$ cat src/core/gptp_defs.svh
// gptp_defs.svh: register offsets, field positions, reset values, timing counts
// assumes a 32-bit AHB-Lite slave with word-aligned registers
// What this block does
// two half-width counters run alone or join as one full-width timer
// a wide build pairs two 32-bit halves into one 64-bit timer
// one-shot mode stops counting when the count reaches its end
// periodic mode reloads the count at its end and keeps counting
// rtc mode only at full width, counts 32 KHz divided to seconds
// half-width capture counts edges or measures time between edges
// capture event selectable as rising, falling or both edges
// half-width pwm mode turns the capture pin into an edge-aligned output
// timer and capture modes may count up instead of down
// software disables before reconfiguring; configuring leaves timers disabled
// full mode is one-shot, periodic, rtc or split pair of half modes
// interrupts on capture, count match, timeout and rtc match
// each half has output inversion, trigger output and stall settings
// with stall set, counting freezes while the processor is debug-halted
// wait-on-trigger holds a timer until the preceding timer times out
// an interrupt source reaches the output only while enabled
// joined halves count as one value, first half low, second half high
`ifndef GPTP_DEFS_SVH
`define GPTP_DEFS_SVH

// ********************************
// register byte offsets
// ********************************
`define GPTP_CFG 8'h00
`define GPTP_MODE_A 8'h04
`define GPTP_MODE_B 8'h08
`define GPTP_CTL 8'h0c
`define GPTP_LOAD_A 8'h10
`define GPTP_LOAD_B 8'h14
`define GPTP_MATCH_A 8'h18
`define GPTP_MATCH_B 8'h1c
`define GPTP_VAL_A 8'h20
`define GPTP_VAL_B 8'h24
`define GPTP_CAP_A 8'h28
`define GPTP_CAP_B 8'h2c
`define GPTP_RIS 8'h30
`define GPTP_ICLR 8'h34
`define GPTP_IEN 8'h38

// ********************************
// field positions
// ********************************
`define GPTP_CFG_UP 2
`define GPTP_MD_UP 3
`define GPTP_MD_EDGE 4
`define GPTP_MD_INV 6
`define GPTP_MD_TRG 7
`define GPTP_MD_STL 8
`define GPTP_MD_WOT 9
`define GPTP_INT_TO 0
`define GPTP_INT_CM 1
`define GPTP_INT_CE 2
`define GPTP_INT_RTC 3
`define GPTP_INT_B 4

// ********************************
// reset values and timing
// ********************************
`define GPTP_RST_LOAD 32'hffff_ffff
`define GPTP_RST_MD 10'h000
`define GPTP_RTC_DIV 32768

`endif

$ cat src/core/gptp_pkg.sv
// gptp_pkg: mode types of the timer pair
// assumes gptp_defs.svh supplies the numeric constants
package gptp_pkg;
    typedef enum logic [1:0] {
        full_one_shot,
        full_periodic,
        full_rtc,
        full_split_pair
    } gptp_full_t;
    typedef enum logic [2:0] {
        half_one_shot,
        half_periodic,
        half_edge_count_capture,
        half_edge_time_capture,
        half_pwm
    } gptp_half_t;
    typedef enum logic [1:0] {
        edge_rise,
        edge_fall,
        edge_both
    } gptp_edge_t;
endpackage : gptp_pkg

$ cat src/core/gptp_half.sv
// gptp_half: one half-width counter with load and up/down step
// assumes the caller decides when to step and when to load
`timescale 1ns/1ps
module gptp_half #(
    parameter int W = 16
) (
    input wire logic hclk,
    input wire logic hresetn,
    input wire logic step,
    input wire logic up,
    input wire logic ld,
    input wire logic [W-1:0] ld_val,
    output logic [W-1:0] cnt
);
    logic [W-1:0] cnt_ff;
    logic [W-1:0] nxt_cnt;

    // ********************************
    // counter
    // ********************************
    always_comb begin
        nxt_cnt = cnt_ff;
        if (ld) begin
            nxt_cnt = ld_val;
        end else if (step) begin
            nxt_cnt = up ? cnt_ff + W'(1) : cnt_ff - W'(1);
        end
    end

    always_ff @(posedge hclk or negedge hresetn) begin
        if (!hresetn) begin
            cnt_ff <= '0;
        end else begin
            cnt_ff <= nxt_cnt;
        end
    end

    assign cnt = cnt_ff;

    chk_step_down: assert property (@(posedge hclk) disable iff (!hresetn)
        step && !ld && !up |=> cnt_ff == $past(cnt_ff) - W'(1))
        else $error("down step did not decrement");
    chk_step_up: assert property (@(posedge hclk) disable iff (!hresetn)
        step && !ld && up |=> cnt_ff == $past(cnt_ff) + W'(1))
        else $error("up step did not increment");
endmodule : gptp_half

$ cat src/core/gptp_top.sv
// gptp_top: timer pair with AHB-Lite registers, capture/pwm pins, rtc input
// assumes all inputs are synchronous to hclk; rtc_clk_in is a sampled level
//
// The implementer's own choices: the AHB-Lite interface to the registers and the register offsets.
`timescale 1ns/1ps
`include "gptp_defs.svh"
module gptp_top
    import gptp_pkg::*;
#(
    parameter int HW = 16,
    parameter int RTC_DIV = `GPTP_RTC_DIV
) (
    input wire logic hclk,
    input wire logic hresetn,
    input wire logic hsel,
    input wire logic [31:0] haddr,
    input wire logic [1:0] htrans,
    input wire logic hwrite,
    input wire logic [2:0] hsize,
    input wire logic [31:0] hwdata,
    input wire logic hready,
    output logic hreadyout,
    output logic hresp,
    output logic [31:0] hrdata,
    input wire logic dbg_halt,
    input wire logic trig_in,
    input wire logic rtc_clk_in,
    input wire logic [1:0] cap_in,
    output logic [1:0] pwm_out,
    output logic [1:0] pwm_oe,
    output logic [1:0] trig_out,
    output logic irq
);
    localparam int DW = $clog2(RTC_DIV);

    logic ap_ff, nxt_ap, wr_ff, nxt_wr, wsel;
    logic [7:0] adr_ff, nxt_adr;
    logic [31:0] rd_ff, nxt_rd;
    gptp_full_t cfg_ff, nxt_cfg;
    logic fup_ff, nxt_fup;
    logic [9:0] md_ff [2];
    logic [9:0] nxt_md [2];
    logic [1:0] en_ff, nxt_en;
    logic [HW-1:0] ld_ff [2];
    logic [HW-1:0] nxt_ld [2];
    logic [HW-1:0] mt_ff [2];
    logic [HW-1:0] nxt_mt [2];
    logic [7:0] ien_ff, nxt_ien, ris_ff, nxt_ris, set, clr;
    logic [HW-1:0] cap_ff [2];
    logic [HW-1:0] nxt_cap [2];
    logic [HW-1:0] cnt [2];
    logic [HW-1:0] ldv [2];
    logic [HW-1:0] nv;
    logic [1:0] wait_ff, nxt_wait, pin_q_ff, pwm_ff, nxt_pwm, oe_ff, nxt_oe;
    logic [1:0] trg_ff, nxt_trg;
    logic rtc_q_ff, irq_ff, nxt_irq;
    logic [DW-1:0] div_ff, nxt_div;
    gptp_half_t hm [2];
    logic [1:0] up, ev, act, hterm, start, step, ld, to, cm, ce, clr_en, prev;
    logic full, rtc_rise, sec_tick, carry, fterm, rtcm;

    // ********************************
    // bus slave
    // ********************************
    // zero wait states: read data is registered in the address phase
    always_comb begin
        nxt_ap = hsel & htrans[1] & hready;
        nxt_wr = hwrite;
        nxt_adr = haddr[7:0];
        nxt_rd = '0;
        if (nxt_ap && !hwrite) begin
            case (haddr[7:0])
                `GPTP_CFG: nxt_rd = 32'({fup_ff, cfg_ff});
                `GPTP_MODE_A: nxt_rd = 32'(md_ff[0]);
                `GPTP_MODE_B: nxt_rd = 32'(md_ff[1]);
                `GPTP_CTL: nxt_rd = 32'(en_ff);
                `GPTP_LOAD_A: nxt_rd = 32'(ld_ff[0]);
                `GPTP_LOAD_B: nxt_rd = 32'(ld_ff[1]);
                `GPTP_MATCH_A: nxt_rd = 32'(mt_ff[0]);
                `GPTP_MATCH_B: nxt_rd = 32'(mt_ff[1]);
                `GPTP_VAL_A: nxt_rd = 32'(cnt[0]);
                `GPTP_VAL_B: nxt_rd = 32'(cnt[1]);
                `GPTP_CAP_A: nxt_rd = 32'(cap_ff[0]);
                `GPTP_CAP_B: nxt_rd = 32'(cap_ff[1]);
                `GPTP_RIS: nxt_rd = 32'(ris_ff);
                `GPTP_IEN: nxt_rd = 32'(ien_ff);
                default: nxt_rd = '0;
            endcase
        end
    end

    always_ff @(posedge hclk or negedge hresetn) begin
        if (!hresetn) begin
            ap_ff <= 1'b0;
            wr_ff <= 1'b0;
            adr_ff <= '0;
            rd_ff <= '0;
        end else begin
            ap_ff <= nxt_ap;
            wr_ff <= nxt_wr;
            adr_ff <= nxt_adr;
            rd_ff <= nxt_rd;
        end
    end

    assign wsel = ap_ff & wr_ff;
    assign hreadyout = 1'b1;
    assign hresp = 1'b0;
    assign hrdata = rd_ff;

    // ********************************
    // counting control
    // ********************************
    always_comb begin
        full = cfg_ff != full_split_pair;
        rtc_rise = rtc_clk_in & ~rtc_q_ff;
        sec_tick = rtc_rise && div_ff == DW'(RTC_DIV - 1);
        prev[0] = trig_in;
        step = '0;
        to = '0;
        cm = '0;
        ce = '0;
        clr_en = '0;
        rtcm = 1'b0;
        nv = '0;
        for (int h = 0; h < 2; h++) begin
            hm[h] = gptp_half_t'(md_ff[h][2:0]);
            up[h] = full ? (fup_ff || cfg_ff == full_rtc) : md_ff[h][`GPTP_MD_UP];
            act[h] = en_ff[h] & ~wait_ff[h] & ~(dbg_halt & md_ff[h][`GPTP_MD_STL]);
            start[h] = wsel && adr_ff == `GPTP_CTL && hwdata[h] && !en_ff[h];
            hterm[h] = up[h] ? cnt[h] == ld_ff[h] : cnt[h] == '0;
            ldv[h] = (up[h] && cfg_ff != full_rtc) ? '0 : ld_ff[h];
            // full width: one enable loads both halves
            ld[h] = start[h] | (full & start[0]);
            case (gptp_edge_t'(md_ff[h][`GPTP_MD_EDGE +: 2]))
                edge_rise: ev[h] = cap_in[h] & ~pin_q_ff[h];
                edge_fall: ev[h] = ~cap_in[h] & pin_q_ff[h];
                default: ev[h] = cap_in[h] ^ pin_q_ff[h];
            endcase
        end
        fterm = hterm[0] & hterm[1];
        carry = up[0] ? &cnt[0] : cnt[0] == '0;
        if (full) begin
            // the second half follows the first half's enable and stall
            if (act[0] && (cfg_ff != full_rtc || sec_tick)) begin
                if (cfg_ff == full_rtc) begin
                    rtcm = {cnt[1], cnt[0]} == {mt_ff[1], mt_ff[0]};
                    step = {carry, 1'b1};
                end else if (fterm) begin
                    to[0] = 1'b1;
                    if (cfg_ff == full_periodic) begin
                        ld = 2'b11;
                    end else begin
                        clr_en[0] = 1'b1;
                    end
                end else begin
                    step = {carry, 1'b1};
                end
            end
        end else begin
            for (int h = 0; h < 2; h++) begin
                nv = up[h] ? cnt[h] + HW'(1) : cnt[h] - HW'(1);
                if (hm[h] == half_edge_count_capture) begin
                    if (act[h] && ev[h]) begin
                        step[h] = 1'b1;
                        if (nv == mt_ff[h]) begin
                            cm[h] = 1'b1;
                            clr_en[h] = 1'b1;
                        end
                    end
                end else if (act[h]) begin
                    if (!hterm[h]) begin
                        step[h] = 1'b1;
                    end else begin
                        to[h] = 1'b1;
                        if (hm[h] == half_one_shot) begin
                            clr_en[h] = 1'b1;
                        end else begin
                            ld[h] = 1'b1;
                        end
                    end
                end
                if ((hm[h] == half_edge_time_capture || hm[h] == half_edge_count_capture) && en_ff[h] && ev[h]) begin
                    ce[h] = 1'b1;
                end
            end
        end
        prev[1] = to[0];
    end

    gptp_half #(
        .W(HW)
    ) first_half_counter (
        .hclk(hclk),
        .hresetn(hresetn),
        .step(step[0]),
        .up(up[0]),
        .ld(ld[0]),
        .ld_val(ldv[0]),
        .cnt(cnt[0])
    );

    gptp_half #(
        .W(HW)
    ) second_half_counter (
        .hclk(hclk),
        .hresetn(hresetn),
        .step(step[1]),
        .up(up[1]),
        .ld(ld[1]),
        .ld_val(ldv[1]),
        .cnt(cnt[1])
    );

    // ********************************
    // configuration registers
    // ********************************
    always_comb begin
        nxt_cfg = cfg_ff;
        nxt_fup = fup_ff;
        nxt_md = md_ff;
        nxt_en = en_ff & ~clr_en;
        nxt_ld = ld_ff;
        nxt_mt = mt_ff;
        nxt_ien = ien_ff;
        if (wsel) begin
            case (adr_ff)
                `GPTP_CFG: begin
                    nxt_cfg = gptp_full_t'(hwdata[1:0]);
                    nxt_fup = hwdata[`GPTP_CFG_UP];
                    nxt_en = '0;
                end
                `GPTP_MODE_A: begin
                    nxt_md[0] = hwdata[9:0];
                    nxt_en[0] = 1'b0;
                end
                `GPTP_MODE_B: begin
                    nxt_md[1] = hwdata[9:0];
                    nxt_en[1] = 1'b0;
                end
                `GPTP_CTL: nxt_en = hwdata[1:0];
                `GPTP_LOAD_A: nxt_ld[0] = hwdata[HW-1:0];
                `GPTP_LOAD_B: nxt_ld[1] = hwdata[HW-1:0];
                `GPTP_MATCH_A: nxt_mt[0] = hwdata[HW-1:0];
                `GPTP_MATCH_B: nxt_mt[1] = hwdata[HW-1:0];
                `GPTP_IEN: nxt_ien = hwdata[7:0];
                default: nxt_ien = ien_ff;
            endcase
        end
    end

    always_ff @(posedge hclk or negedge hresetn) begin
        if (!hresetn) begin
            cfg_ff <= full_one_shot;
            fup_ff <= 1'b0;
            en_ff <= '0;
            ien_ff <= '0;
            for (int h = 0; h < 2; h++) begin
                md_ff[h] <= `GPTP_RST_MD;
                ld_ff[h] <= HW'(`GPTP_RST_LOAD);
                mt_ff[h] <= '0;
            end
        end else begin
            cfg_ff <= nxt_cfg;
            fup_ff <= nxt_fup;
            en_ff <= nxt_en;
            ien_ff <= nxt_ien;
            md_ff <= nxt_md;
            ld_ff <= nxt_ld;
            mt_ff <= nxt_mt;
        end
    end

    // ********************************
    // status, pins and interrupt
    // ********************************
    always_comb begin
        nxt_div = div_ff;
        if (start[0]) begin
            nxt_div = '0;
        end else if (cfg_ff == full_rtc && act[0] && rtc_rise) begin
            nxt_div = sec_tick ? '0 : div_ff + DW'(1);
        end
        set = '0;
        for (int h = 0; h < 2; h++) begin
            set[`GPTP_INT_B * h + `GPTP_INT_TO] = to[h];
            set[`GPTP_INT_B * h + `GPTP_INT_CM] = cm[h];
            set[`GPTP_INT_B * h + `GPTP_INT_CE] = ce[h];
            nxt_cap[h] = ce[h] ? cnt[h] : cap_ff[h];
            nxt_wait[h] = start[h] ? md_ff[h][`GPTP_MD_WOT] : wait_ff[h] & ~prev[h];
            nxt_pwm[h] = (cnt[h] > mt_ff[h]) ^ md_ff[h][`GPTP_MD_INV];
            nxt_oe[h] = !full && hm[h] == half_pwm;
            nxt_trg[h] = to[h] & md_ff[h][`GPTP_MD_TRG];
        end
        set[`GPTP_INT_RTC] = rtcm;
        clr = (wsel && adr_ff == `GPTP_ICLR) ? hwdata[7:0] : '0;
        // a new event in the clearing cycle survives the clear
        nxt_ris = (ris_ff & ~clr) | set;
        nxt_irq = |(ris_ff & ien_ff);
    end

    always_ff @(posedge hclk or negedge hresetn) begin
        if (!hresetn) begin
            div_ff <= '0;
            ris_ff <= '0;
            wait_ff <= '0;
            pin_q_ff <= '0;
            rtc_q_ff <= 1'b0;
            pwm_ff <= '0;
            oe_ff <= '0;
            trg_ff <= '0;
            irq_ff <= 1'b0;
            for (int h = 0; h < 2; h++) begin
                cap_ff[h] <= '0;
            end
        end else begin
            div_ff <= nxt_div;
            ris_ff <= nxt_ris;
            wait_ff <= nxt_wait;
            pin_q_ff <= cap_in;
            rtc_q_ff <= rtc_clk_in;
            pwm_ff <= nxt_pwm;
            oe_ff <= nxt_oe;
            trg_ff <= nxt_trg;
            irq_ff <= nxt_irq;
            cap_ff <= nxt_cap;
        end
    end

    assign pwm_out = pwm_ff;
    assign pwm_oe = oe_ff;
    assign trig_out = trg_ff;
    assign irq = irq_ff;

    // ********************************
    // checks
    // ********************************
    chk_oneshot_stop: assert property (@(posedge hclk) disable iff (!hresetn)
        !full && hm[0] == half_one_shot && act[0] && hterm[0] && !wsel |=> !en_ff[0] ##1 $stable(cnt[0]))
        else $error("one-shot kept running after its end");
    chk_periodic_reload: assert property (@(posedge hclk) disable iff (!hresetn)
        !full && hm[0] == half_periodic && act[0] && hterm[0] |=> cnt[0] == $past(ldv[0]) && en_ff[0])
        else $error("periodic half did not reload");
    chk_cfg_disables: assert property (@(posedge hclk) disable iff (!hresetn)
        wsel && adr_ff == `GPTP_CFG |=> en_ff == 2'b00)
        else $error("configuration left a timer enabled");
    chk_irq_follows: assert property (@(posedge hclk) disable iff (!hresetn)
        (ris_ff & ien_ff) == '0 ##1 (ris_ff & ien_ff) == '0 |=> !irq_ff)
        else $error("interrupt raised with no enabled source");
    chk_capture_time: assert property (@(posedge hclk) disable iff (!hresetn)
        !full && hm[0] == half_edge_time_capture && en_ff[0] && ev[0]
        |=> cap_ff[0] == $past(cnt[0]) && ris_ff[`GPTP_INT_CE])
        else $error("edge did not capture the count");
    chk_wait_hold: assert property (@(posedge hclk) disable iff (!hresetn)
        !full && wait_ff[1] && !wsel |=> $stable(cnt[1]))
        else $error("waiting timer counted before its trigger");
    chk_stall_freeze: assert property (@(posedge hclk) disable iff (!hresetn)
        !full && dbg_halt && md_ff[0][`GPTP_MD_STL] && !wsel |=> $stable(cnt[0]))
        else $error("stalled timer kept counting");
    chk_full_carry: assert property (@(posedge hclk) disable iff (!hresetn)
        full && cfg_ff != full_rtc && act[0] && !fterm && !up[0] && cnt[0] == '0
        |=> cnt[1] == $past(cnt[1]) - HW'(1) && cnt[0] == '1)
        else $error("borrow did not reach the high half");
    chk_rtc_second: assert property (@(posedge hclk) disable iff (!hresetn)
        cfg_ff == full_rtc && act[0] && !sec_tick |=> $stable(cnt[0]))
        else $error("rtc counted without a second tick");
    chk_pwm_drive: assert property (@(posedge hclk) disable iff (!hresetn)
        !full && hm[1] == half_pwm |=> pwm_oe[1])
        else $error("pwm half does not drive its pin");
endmodule : gptp_top

$ cat config.mk
export PLATFORM = sky130hd
export DESIGN_NAME = gptp_top
export DESIGN_NICKNAME = d
export VERILOG_FILES = /design/src/core/gptp_pkg.sv /design/src/core/gptp_half.sv /design/src/core/gptp_top.sv
export VERILOG_INCLUDE_DIRS = /design/src /design/src/core
export SDC_FILE = /design/constraint.sdc
export NUM_CORES = 1
export LEC_CHECK = 0
export BUFFER_PORTS_ARGS = -buffer_cell sky130_fd_sc_hd__buf_2
export CAP_MARGIN = 20
export CORE_AREA = 3 3 170 172
export CTS_CLUSTER_SIZE = 10
export DETAILED_ROUTE_END_ITERATION = 10
export DIE_AREA = 0 0 173 175
export PLACE_DENSITY = 0.67
export SLEW_MARGIN = 20
export SYNTH_ARGS = -nofsm -noshare
export SYNTH_HDL_FRONTEND = slang
export SYNTH_SLANG_ARGS = --single-unit
$ cat constraint.sdc
create_clock -name hclk -period 4.2 [get_ports hclk]
set_clock_uncertainty 0.2 [all_clocks]
set_input_delay 1.26 -clock hclk [delete_from_list [all_inputs] [get_ports hclk]]
set_output_delay 1.26 -clock hclk [all_outputs]
set_load 0.005 [all_outputs]
# == After elaboration in Yosys (flattened, before gate mapping) ==
# Cells that the tools add are included.
# op_classes
add_sub_neg,5
order_cmp,2
eq_ne,40
mux,89
bitwise,43
reduce_logical,52
# op_table
op,n
$pmux W16 S14,1
$mux W16,8
$eq A16 B16 Y1,4
$eq A8 B5 Y1 const B,8
$eq A8 B6 Y1 const B,8
$mux W1,59
$mux W15,3
$add A16 B1 Y16 const B,2
$eq A32 B32 Y1,1
$eq A8 B4 Y1 const B,4
$gt A16 B16 Y1,2
$logic_not A16 Y1,2
$mux W32,1
$sub A16 B1 Y16 const B,2
$mux W2,12
$logic_and A1 B1 Y1,21
$and A1 B1 Y1,20
$and A8 B8 Y8,2
$eq A8 B3 Y1 const B,2
$logic_not A8 Y1,2
$reduce_and A16 Y1,1
$reduce_and A2 Y1,8
$add A15 B1 Y15 const B,1
$eq A15 B15 Y1 const B,1
21 further kinds,56
# totals
ff_bits,238

# == Longest topological paths before layout ==
# Gate-level depths: netlist of run 1.
# depth
word_depth,13
mapped_depth,14

# == By module ==
# A second synthesis of run 1 with hierarchy kept.
# hier_totals
cells_unflattened,1514
hier_area_um2,14904.3
# modules_own_cells
module,instances,cells_each,area_each_um2
gptp_top,1,1189,12039.0
gptp_half at first_half_counter,1,162,1432.6
gptp_half at second_half_counter,1,163,1432.6

# == Worst setup path after synthesis of run 1 ==
# No wires, ideal clock.
# synth_timing
path_kind,reg-to-reg
startpoint,register cfg_ff[1]
endpoint,register en_ff[1]
setup_time_ps,129
arrival_time_ps,3751
required_time_ps,3871
setup_slack_ps,120
stages_incl_launch_ff,14
synth_period_minus_slack_ps,4080
path_cell_list,dfrtp_1 buf_2 nand2_1 o22a_1 inv_1 fa_1 xor2_1 a211o_1 or4_1 a2111oi_2 nand4_1 a2111o_1 nor4_2 o21ai_1
# synth_via
elab_chain_len,13
word_cells_on_any_way,17
# synth_rtl
element,line_no,rtl
start: declaration,gptp_top.sv:39,"gptp_full_t cfg_ff, nxt_cfg;"
start signal: assignment,gptp_top.sv:254,cfg_ff <= full_one_shot;
start signal: assignment,gptp_top.sv:264,cfg_ff <= nxt_cfg;
$eq A2 B2 Y1,gptp_top.sv:128,up[h] = full ? (fup_ff || cfg_ff == full_rtc) : md_ff[h][`GPTP_MD_UP];
$logic_or A1 B1 Y1,gptp_top.sv:128,
$mux W1,gptp_top.sv:128,
$mux W16,gptp_top.sv:162,nv = up[h] ? cnt[h] + HW'(1) : cnt[h] - HW'(1);
$eq A16 B16 Y1,gptp_top.sv:166,if (nv == mt_ff[h]) begin
$mux W1,gptp_top.sv:166,
$mux W1,gptp_top.sv:164,if (act[h] && ev[h]) begin
$mux W1,gptp_top.sv:163,if (hm[h] == half_edge_count_capture) begin
$mux W1 (*),gptp_top.sv:143,if (full) begin
$not A2 Y2 (*),gptp_top.sv:222,nxt_en = en_ff & ~clr_en;
$and A2 B2 Y2 (*),gptp_top.sv:222,
$pmux W1 S2,gptp_top.sv:227,case (adr_ff)
$mux W2 (*),gptp_top.sv:226,if (wsel) begin
via nxt_en[1],gptp_top.sv:43,"logic [1:0] en_ff, nxt_en;"
end signal: assignment,gptp_top.sv:266,en_ff <= nxt_en;
end: declaration,gptp_top.sv:43,
# The timed path passes the listed nets; every way through them passes the cells marked *.
# A chain may end at the register's enable or synchronous reset.

# == Final worst setup path of run 1 ==
# layout_timing
startpoint,register cfg_ff[1]
endpoint,register en_ff[0]
# layout_via
elab_chain_len,13
word_cells_on_any_way,28
# layout_rtl
element,line_no
$eq A2 B2 Y1,"gptp_top.sv:128, gptp_top.sv:146"
$logic_or A1 B1 Y1,gptp_top.sv:128
$mux W1,gptp_top.sv:128
$mux W16 / $mux W1 (equally long branches),"gptp_top.sv:162, gptp_top.sv:131"
$eq A16 B16 Y1 / $and A1 B1 Y1 (equally long branches),"gptp_top.sv:166, gptp_top.sv:141"
"$mux W1, on equally long branches","gptp_top.sv:166, gptp_top.sv:149"
"$mux W1, on equally long branches","gptp_top.sv:164, gptp_top.sv:146"
"$mux W1, on equally long branches","gptp_top.sv:163, gptp_top.sv:145"
$mux W1 (*),gptp_top.sv:143
$not A2 Y2 (*),gptp_top.sv:222
$and A2 B2 Y2 (*),gptp_top.sv:222
$pmux W1 S2,gptp_top.sv:227
$mux W2 (*),gptp_top.sv:226
via nxt_en[0],gptp_top.sv:43
# Marks and branches as above.

==> flow_summary.toml, run 1 <==
[power]
ir_drop_uv = 353
pwr-share-comb = 0.140
p_int_mw = 3.80
clkPwrFrac = 0.411
p_leak_nw = 6.88
seqPwrFrac = 0.449
switchingPower_mw = 1.42
powerDensity_nw_per_um2 = 336
swShare = 0.273

[sta]
fmax_ghz = 0.246
max_slew_margin = 0.350
final.setup.tns_ns = 0
fin_hold_ws_ns = 0.298
setup_viol = 0
setup_slack_ns = 0.134
period_needed_ns = 4.07
maxSlewViolCount = 0
tightest_slew_ns = 0.973
hold_viol = 0
post-route-period-util = 0.968

[critical_path]
crit_chain = "nand2_1 -> buf_4 -> o22a_1 -> clkinvlp_4 -> buf_2 -> ha_1 -> a21oi_1 -> o221ai_1 -> xnor2_2 -> xnor2_1 -> nor4_2 -> nand4_1 -> nor4b_2 -> buf_4 -> o21ai_0"
crit_path_frequent_cell = "buf_4"
reg2reg_slack_ns = 0.13
path_max_fanout = 6
ff2ff_path_depth = 15
reg2reg_from = "cfg_ff[1]"
critPathMaxStageDelay_ns = 0.40
crit_required_ns = 4.42
worstSetupEndpointType = "register"
worstSetupPathType = "register to register"
cpMaxStageDelayCell = "dfrtp_1"
r2r-end = "en_ff[0]"
start_kind = "register"
arrival_ns = 4.28

[global_route]
grt_usage = 0.272
antenna_found_initial = 2
grt_max_degree = 104
grt_pass1_vias = 11300
grt-ovfl-total = 0
grt_pass1_wl_um = 65800

[clock_network]
cts_buffers = 27
cts.sinks = 222
clk_latency_ns = 0.54
htree_levels = 1
cts_tree = "yes"
clock_path_buffers = 3
cts_root_buffer = "clkbuf_16"
clk_pin_slew_ns = 0.06
hold_buffers = 0

[cells_and_area]
fin_util = 0.563
most-common-layout-cells = "dfrtp_1 (190), mux2_2 (110), nand2_1 (89)"
post_layout_nonfiller_instances = 1852
final_common_cell = "dfrtp_1"
diodes = 0
final_nets = 1603
drive_gt1_frac = 0.227
area_growth_pct = 13.9

[logic_synthesis]
synthMuxAreaShare = 0.108
synth_edf_count = 0
synthSimpleGateAreaFrac = 0.137
yosys_warnings = 0
synth_adder_area_share = 0.0625
ys_ff_latch = 222
synth_xor_xnor_area_share = 0.0637
ys_types = 83
ys_seq_area_frac = 0.410
synthFlopType = "dfrtp_1"
synth_top_family_by_area = "compound AO/OA/AOI/OAI gates"
synth_compound_area_frac = 0.178
syn_area_um2 = 13600
postSynth.asyncResetShare = 1.00
synth_cells = 1359
syn_avg_cell_area_um2 = 10.0

[hold_path]
min_to = "cap_ff[12]"
hold_path_depth = 2
min-delay-start = "cap_ff[12]"
holdCritPathClass = "register to register"

[routing]
wirelength_um = 42100
vias_per_cell = 6.27
vias = 11600
first_iter_violations = 1104
routedWlPerCell_um = 22.7
first_pass_iters = 7
drc = 0
drtAntennaViolNets = 0

[floorplan]
dieArea_um2 = 30300
ios = 120
rows = 61
fp.dieH_um = 175
die_x_um = 173
initial_core_util = 0.494
coreArea_um2 = 27600

[placed_design]
place_hpwl_um = 30900
gp_congestion = 0.973
post-place-ws_ns = 0.0180
place.port_buffers = 57
dp_cells = 1804

[run_status]
status = "completed"

[flow_run]
maxCapViolCount = 0
## synth_stat cells (5+ instances only)
library cell,n,area share
mux2_2,110,0.091
mux2i_1,24,0.018
xnor2_1,68,0.044
a211o_1,6,0.0039
and3_1,17,0.0078
buf_4,18,0.0099
and4_1,5,0.0032
a221oi_1,24,0.015
inv_1,54,0.015
o211ai_1,5,0.0028
nor2_1,62,0.017
o31ai_1,6,0.0033
nand2_1,89,0.024
dfrtp_1,190,0.35
or3_1,5,0.0023
nor4_1,20,0.0092
clkbuf_1,44,0.012
nand4_1,34,0.016
or2_2,5,0.0023
nand2b_1,5,0.0023
nor3_1,21,0.0077
and2_1,10,0.0046
xor2_1,16,0.010
a211oi_1,10,0.0055
buf_2,5,0.0018
dfstp_2,32,0.062
nand3_1,56,0.021
o21a_1,12,0.0066
a21oi_1,62,0.023
nor3b_1,7,0.0039
nand3b_1,5,0.0028
a22o_1,22,0.014
a31oi_1,17,0.0078
a22oi_1,42,0.023
nor2b_1,8,0.0037
a21o_1,23,0.013
o21ai_0,79,0.029
ha_1,65,0.060
## worst max-delay path, delay by kind of cell (launching register included)
family / cells / cell delay, ns
DFF: 1 / 0.40
AOI/OAI and AO/OA: 4 / 0.87
buffers and inverters: 4 / 0.86
adders and majority gates: 1 / 0.31
and+or+nand+nor: 4 / 0.94
xor gates and xnor gates: 2 / 0.35
## per-layer routing
metal  share of wire  global-route usage  up-vias
li1                -                   -     5262
met1            0.44               0.382     5796
met2            0.46               0.438      460
met3           0.072              0.0474       90
met4           0.029              0.0743        2
met5         0.00026                   0        -
## sequential cells by signal, summed over array words and instances, names as in the netlist, 14 cells and up
register,count
md_ff,14
ld_ff,32
div_ff,15
hrdata,16
cap_ff,32
first_half_counter.cnt,16
mt_ff,32
second_half_counter.cnt,16
## power by group through the flow
stage                     clock, mW  sequential (mW)  combinational (mW)
after floorplan                   0             2.32               0.488
after global placement            0             2.37               0.693
after detailed placement          0             2.37               0.706
after CTS                      2.16             2.34               0.713
after global routing           2.24             2.35               0.807
final                          2.15             2.34               0.733
## stage by stage
| step | instance area [µm²] | power (mW) |
|---|---|---|
| 2_1_floorplan | 13700 | 2.81 |
| 3_3_place_gp | 14700 | 3.06 |
| 3_5_place_dp | 14700 | 3.08 |
| 4_1_cts | 15500 | 5.22 |
| 5_1_grt | 15500 | 5.40 |
| 6_report | 15500 | 5.22 |
## cells by family after synthesis
| group | after synthesis |
|---|---|
| compound gates | 355 |
| xor+xnor | 90 |
| other cells | 2 |
| fa+ha+maj | 67 |
| buf+inv | 124 |
| simple gates | 365 |
| mux | 134 |
| flops | 222 |
## repair_timing
| action | 4_1_cts | 5_1_grt |
|---|---|---|
| resized for setup | 1 | 14 |
| buffers inserted | 0 | 2 |
| pin swaps | 0 | 2 |
| hold endpoints to repair | 0 | 0 |
| setup endpoints to repair | 1 | 4 |
## how the worst max path moves through the flow
stage,start,endpoint,slack [ns]
detailed placement,cfg_ff[1],en_ff[0],0.02
finish,cfg_ff[1],en_ff[0],0.13
global route,cfg_ff[1],en_ff[0],-0.007
CTS,cfg_ff[1],en_ff[1],0.07
floorplan,cfg_ff[1],en_ff[1],0.12
global placement,cfg_ff[1],en_ff[0],0.05
## final cells by class
type | count | area (µm²)
clock buffer | 44 | 749
sequential | 222 | 5600
clock inverter | 2 | 37.5
inverter | 54 | 206
fill | 2428 | 12100
timing repair buffer | 123 | 826
tap | 378 | 473
multi-input combinational | 1029 | 7650
(Power assumes the default switching activity.)
==> run 2: changes to the inputs <==
--- a/config.mk
+++ b/config.mk
@@ -8,10 +8,10 @@
 export LEC_CHECK = 0
 export BUFFER_PORTS_ARGS = -buffer_cell sky130_fd_sc_hd__buf_2
 export CAP_MARGIN = 20
-export CORE_AREA = 3 3 170 172
+export CORE_AREA = 3 3 195 150
 export CTS_CLUSTER_SIZE = 10
 export DETAILED_ROUTE_END_ITERATION = 10
-export DIE_AREA = 0 0 173 175
+export DIE_AREA = 0 0 198 153
 export PLACE_DENSITY = 0.67
 export SLEW_MARGIN = 20
 export SYNTH_ARGS = -nofsm -noshare
==> run 2 against run 1 <==
- combinational power grew 2%
- cell area fell by 0.15%
- critical path depth unchanged
- critical endpoint is now en_ff[1]
- wire length is 1.2% higher
- sequential cell count stayed put
- highest routed layer is now met4
- via count fell by 0.50%
- core utilization about the same
- largest power group unchanged
- sequential power barely moved
- first-iteration DRC count decreased by 14%
- die area barely moved
- non-clock buffer count shrank 6
- clock power is essentially flat
==> flow_summary.toml, run 2 (synthesized netlist as in run 1, its figures left out) <==
[routing]
wl_met3_um = 3760
first_pass_iters = 5
drtAntennaViolNets = 0
vias_per_cell = 6.32
routedWlPerCell_um = 23.3
top_layer = "met4"
wirelength_um = 42600
drc = 0
met1Wirelength_um = 19400
first_iter_violations = 945
vias = 11600
wl_met2_um = 18200

[floorplan]
dieArea_um2 = 30300
rows = 53
die_x_um = 198
coreArea_um2 = 27600
ios = 120
initial_core_util = 0.495
fp.dieH_um = 153

[cells_and_area]
post_layout_nonfiller_instances = 1827
area_growth_pct = 13.7
final_nets = 1596
top_regs = "cap_ff x32, ld_ff x32, mt_ff x32"
final_area_um2 = 15500
diodes = 0
final_common_cell = "dfrtp_1"
most-common-layout-cells = "dfrtp_1 (190), mux2_2 (110), nand2_1 (89)"
drive_gt1_frac = 0.227

[sta]
post-route-period-util = 0.957
fmax_ghz = 0.249
period_needed_ns = 4.02
fin_hold_ws_ns = 0.288
maxSlewViolCount = 0
tightest_slew_ns = 1.06
final.setup.tns_ns = 0
hold_viol = 0
max_slew_margin = 0.289
setup_viol = 0

[power]
powerDensity_nw_per_um2 = 337
ir_drop_uv = 349
p_total_mw = 5.24
p_leak_nw = 6.86

[global_route]
grt_pass1_vias = 11200
grt_usage = 0.279
antenna_found_initial = 0
grt_max_degree = 93
grt-ovfl-total = 0
grt_pass1_wl_um = 65900

[clock_network]
clk_latency_ns = 0.56
cts.sinks = 222
cts_tree = "yes"
clk_pin_slew_ns = 0.07
htree_levels = 1
clock_path_buffers = 3
cts_root_buffer = "clkbuf_16"
cts_buffers = 26

[placed_design]
place_hpwl_um = 31300
place.port_buffers = 57
gp_congestion = 0.965
placed_cell_area_um2 = 14600
dp_cells = 1776

[critical_path]
r2r-end = "en_ff[1]"
crit_required_ns = 4.44
reg2reg_from = "cfg_ff[1]"
worstSetupPathType = "register to register"
worstSetupEndpointType = "register"
ff2ff_path_depth = 15
arrival_ns = 4.26
path_max_fanout = 9
start_kind = "register"
reg2reg_slack_ns = 0.18
crit_start = "cfg_ff[1]"

[flow_run]
maxCapViolCount = 0

[hold_path]
min_to = "cap_ff[12]"
hold_path_depth = 2
holdCritPathClass = "register to register"
min-delay-start = "cap_ff[12]"

[run_status]
status = "completed"
run 2: per-layer routing:
metal / global-route usage / up-vias
li1: - / 5237
met1: 0.415 / 5775
met2: 0.408 / 455
met3: 0.0701 / 85
met4: 0.0724 / 0
met5: 0 / -
run 2: area by class of cell:
type / count / area [µm²]
Multi-Input combinational cell: 1029 / 7690
Inverter: 54 / 206
Clock buffer: 46 / 736
Tap cell: 357 / 447
Fill cell: 2464 / 12100
Timing Repair Buffer: 117 / 793
Sequential cell: 222 / 5600
Clock inverter: 2 / 46.3
run 2: per-stage QoR:
step	worst slack, ns	util
floorplan	0.120	-
global placement	0.0220	0.529
detailed placement	-0.0421	0.529
CTS	0.0100	0.558
global route	-0.0235	0.563
finish	0.181	0.563
run 2: critical path: stages (launching register included):
cell and delay, ns:
dfrtp_1 0.42, nand2_1 0.11, o22a_1 0.20, inv_1 0.10, buf_4 0.18, buf_4 0.18, ha_1 0.42, nand2_1 0.17
a21oi_1 0.23, a2bb2oi_2 0.29, xnor3_2 0.30, a31o_2 0.23, a2111o_1 0.36, nor4_2 0.23, buf_4 0.20, o21ai_1 0.08
run 2: worst max path at each step:
stage	endpoint	slack, ns
floorplan	en_ff[1]	0.12
global placement	en_ff[1]	0.02
detailed placement	en_ff[1]	-0.04
CTS	en_ff[1]	0.01
global route	en_ff[1]	-0.02
finish	en_ff[1]	0.18
run 2: timing repair:
item / in CTS / in global routing
pin swaps: 2 / 4
hold buffers: 0 / 0
resized for setup: 1 / 23
setup endpoints to repair: 1 / 4
setup buffers: 0 / 3
run 2: power by group:
group	switching, mW	total, mW	internal (mW)
Sequential	0.122	2.34	2.22
Combinational	0.430	0.744	0.314
Clock	0.910	2.15	1.24
Total	1.46	5.24	3.78
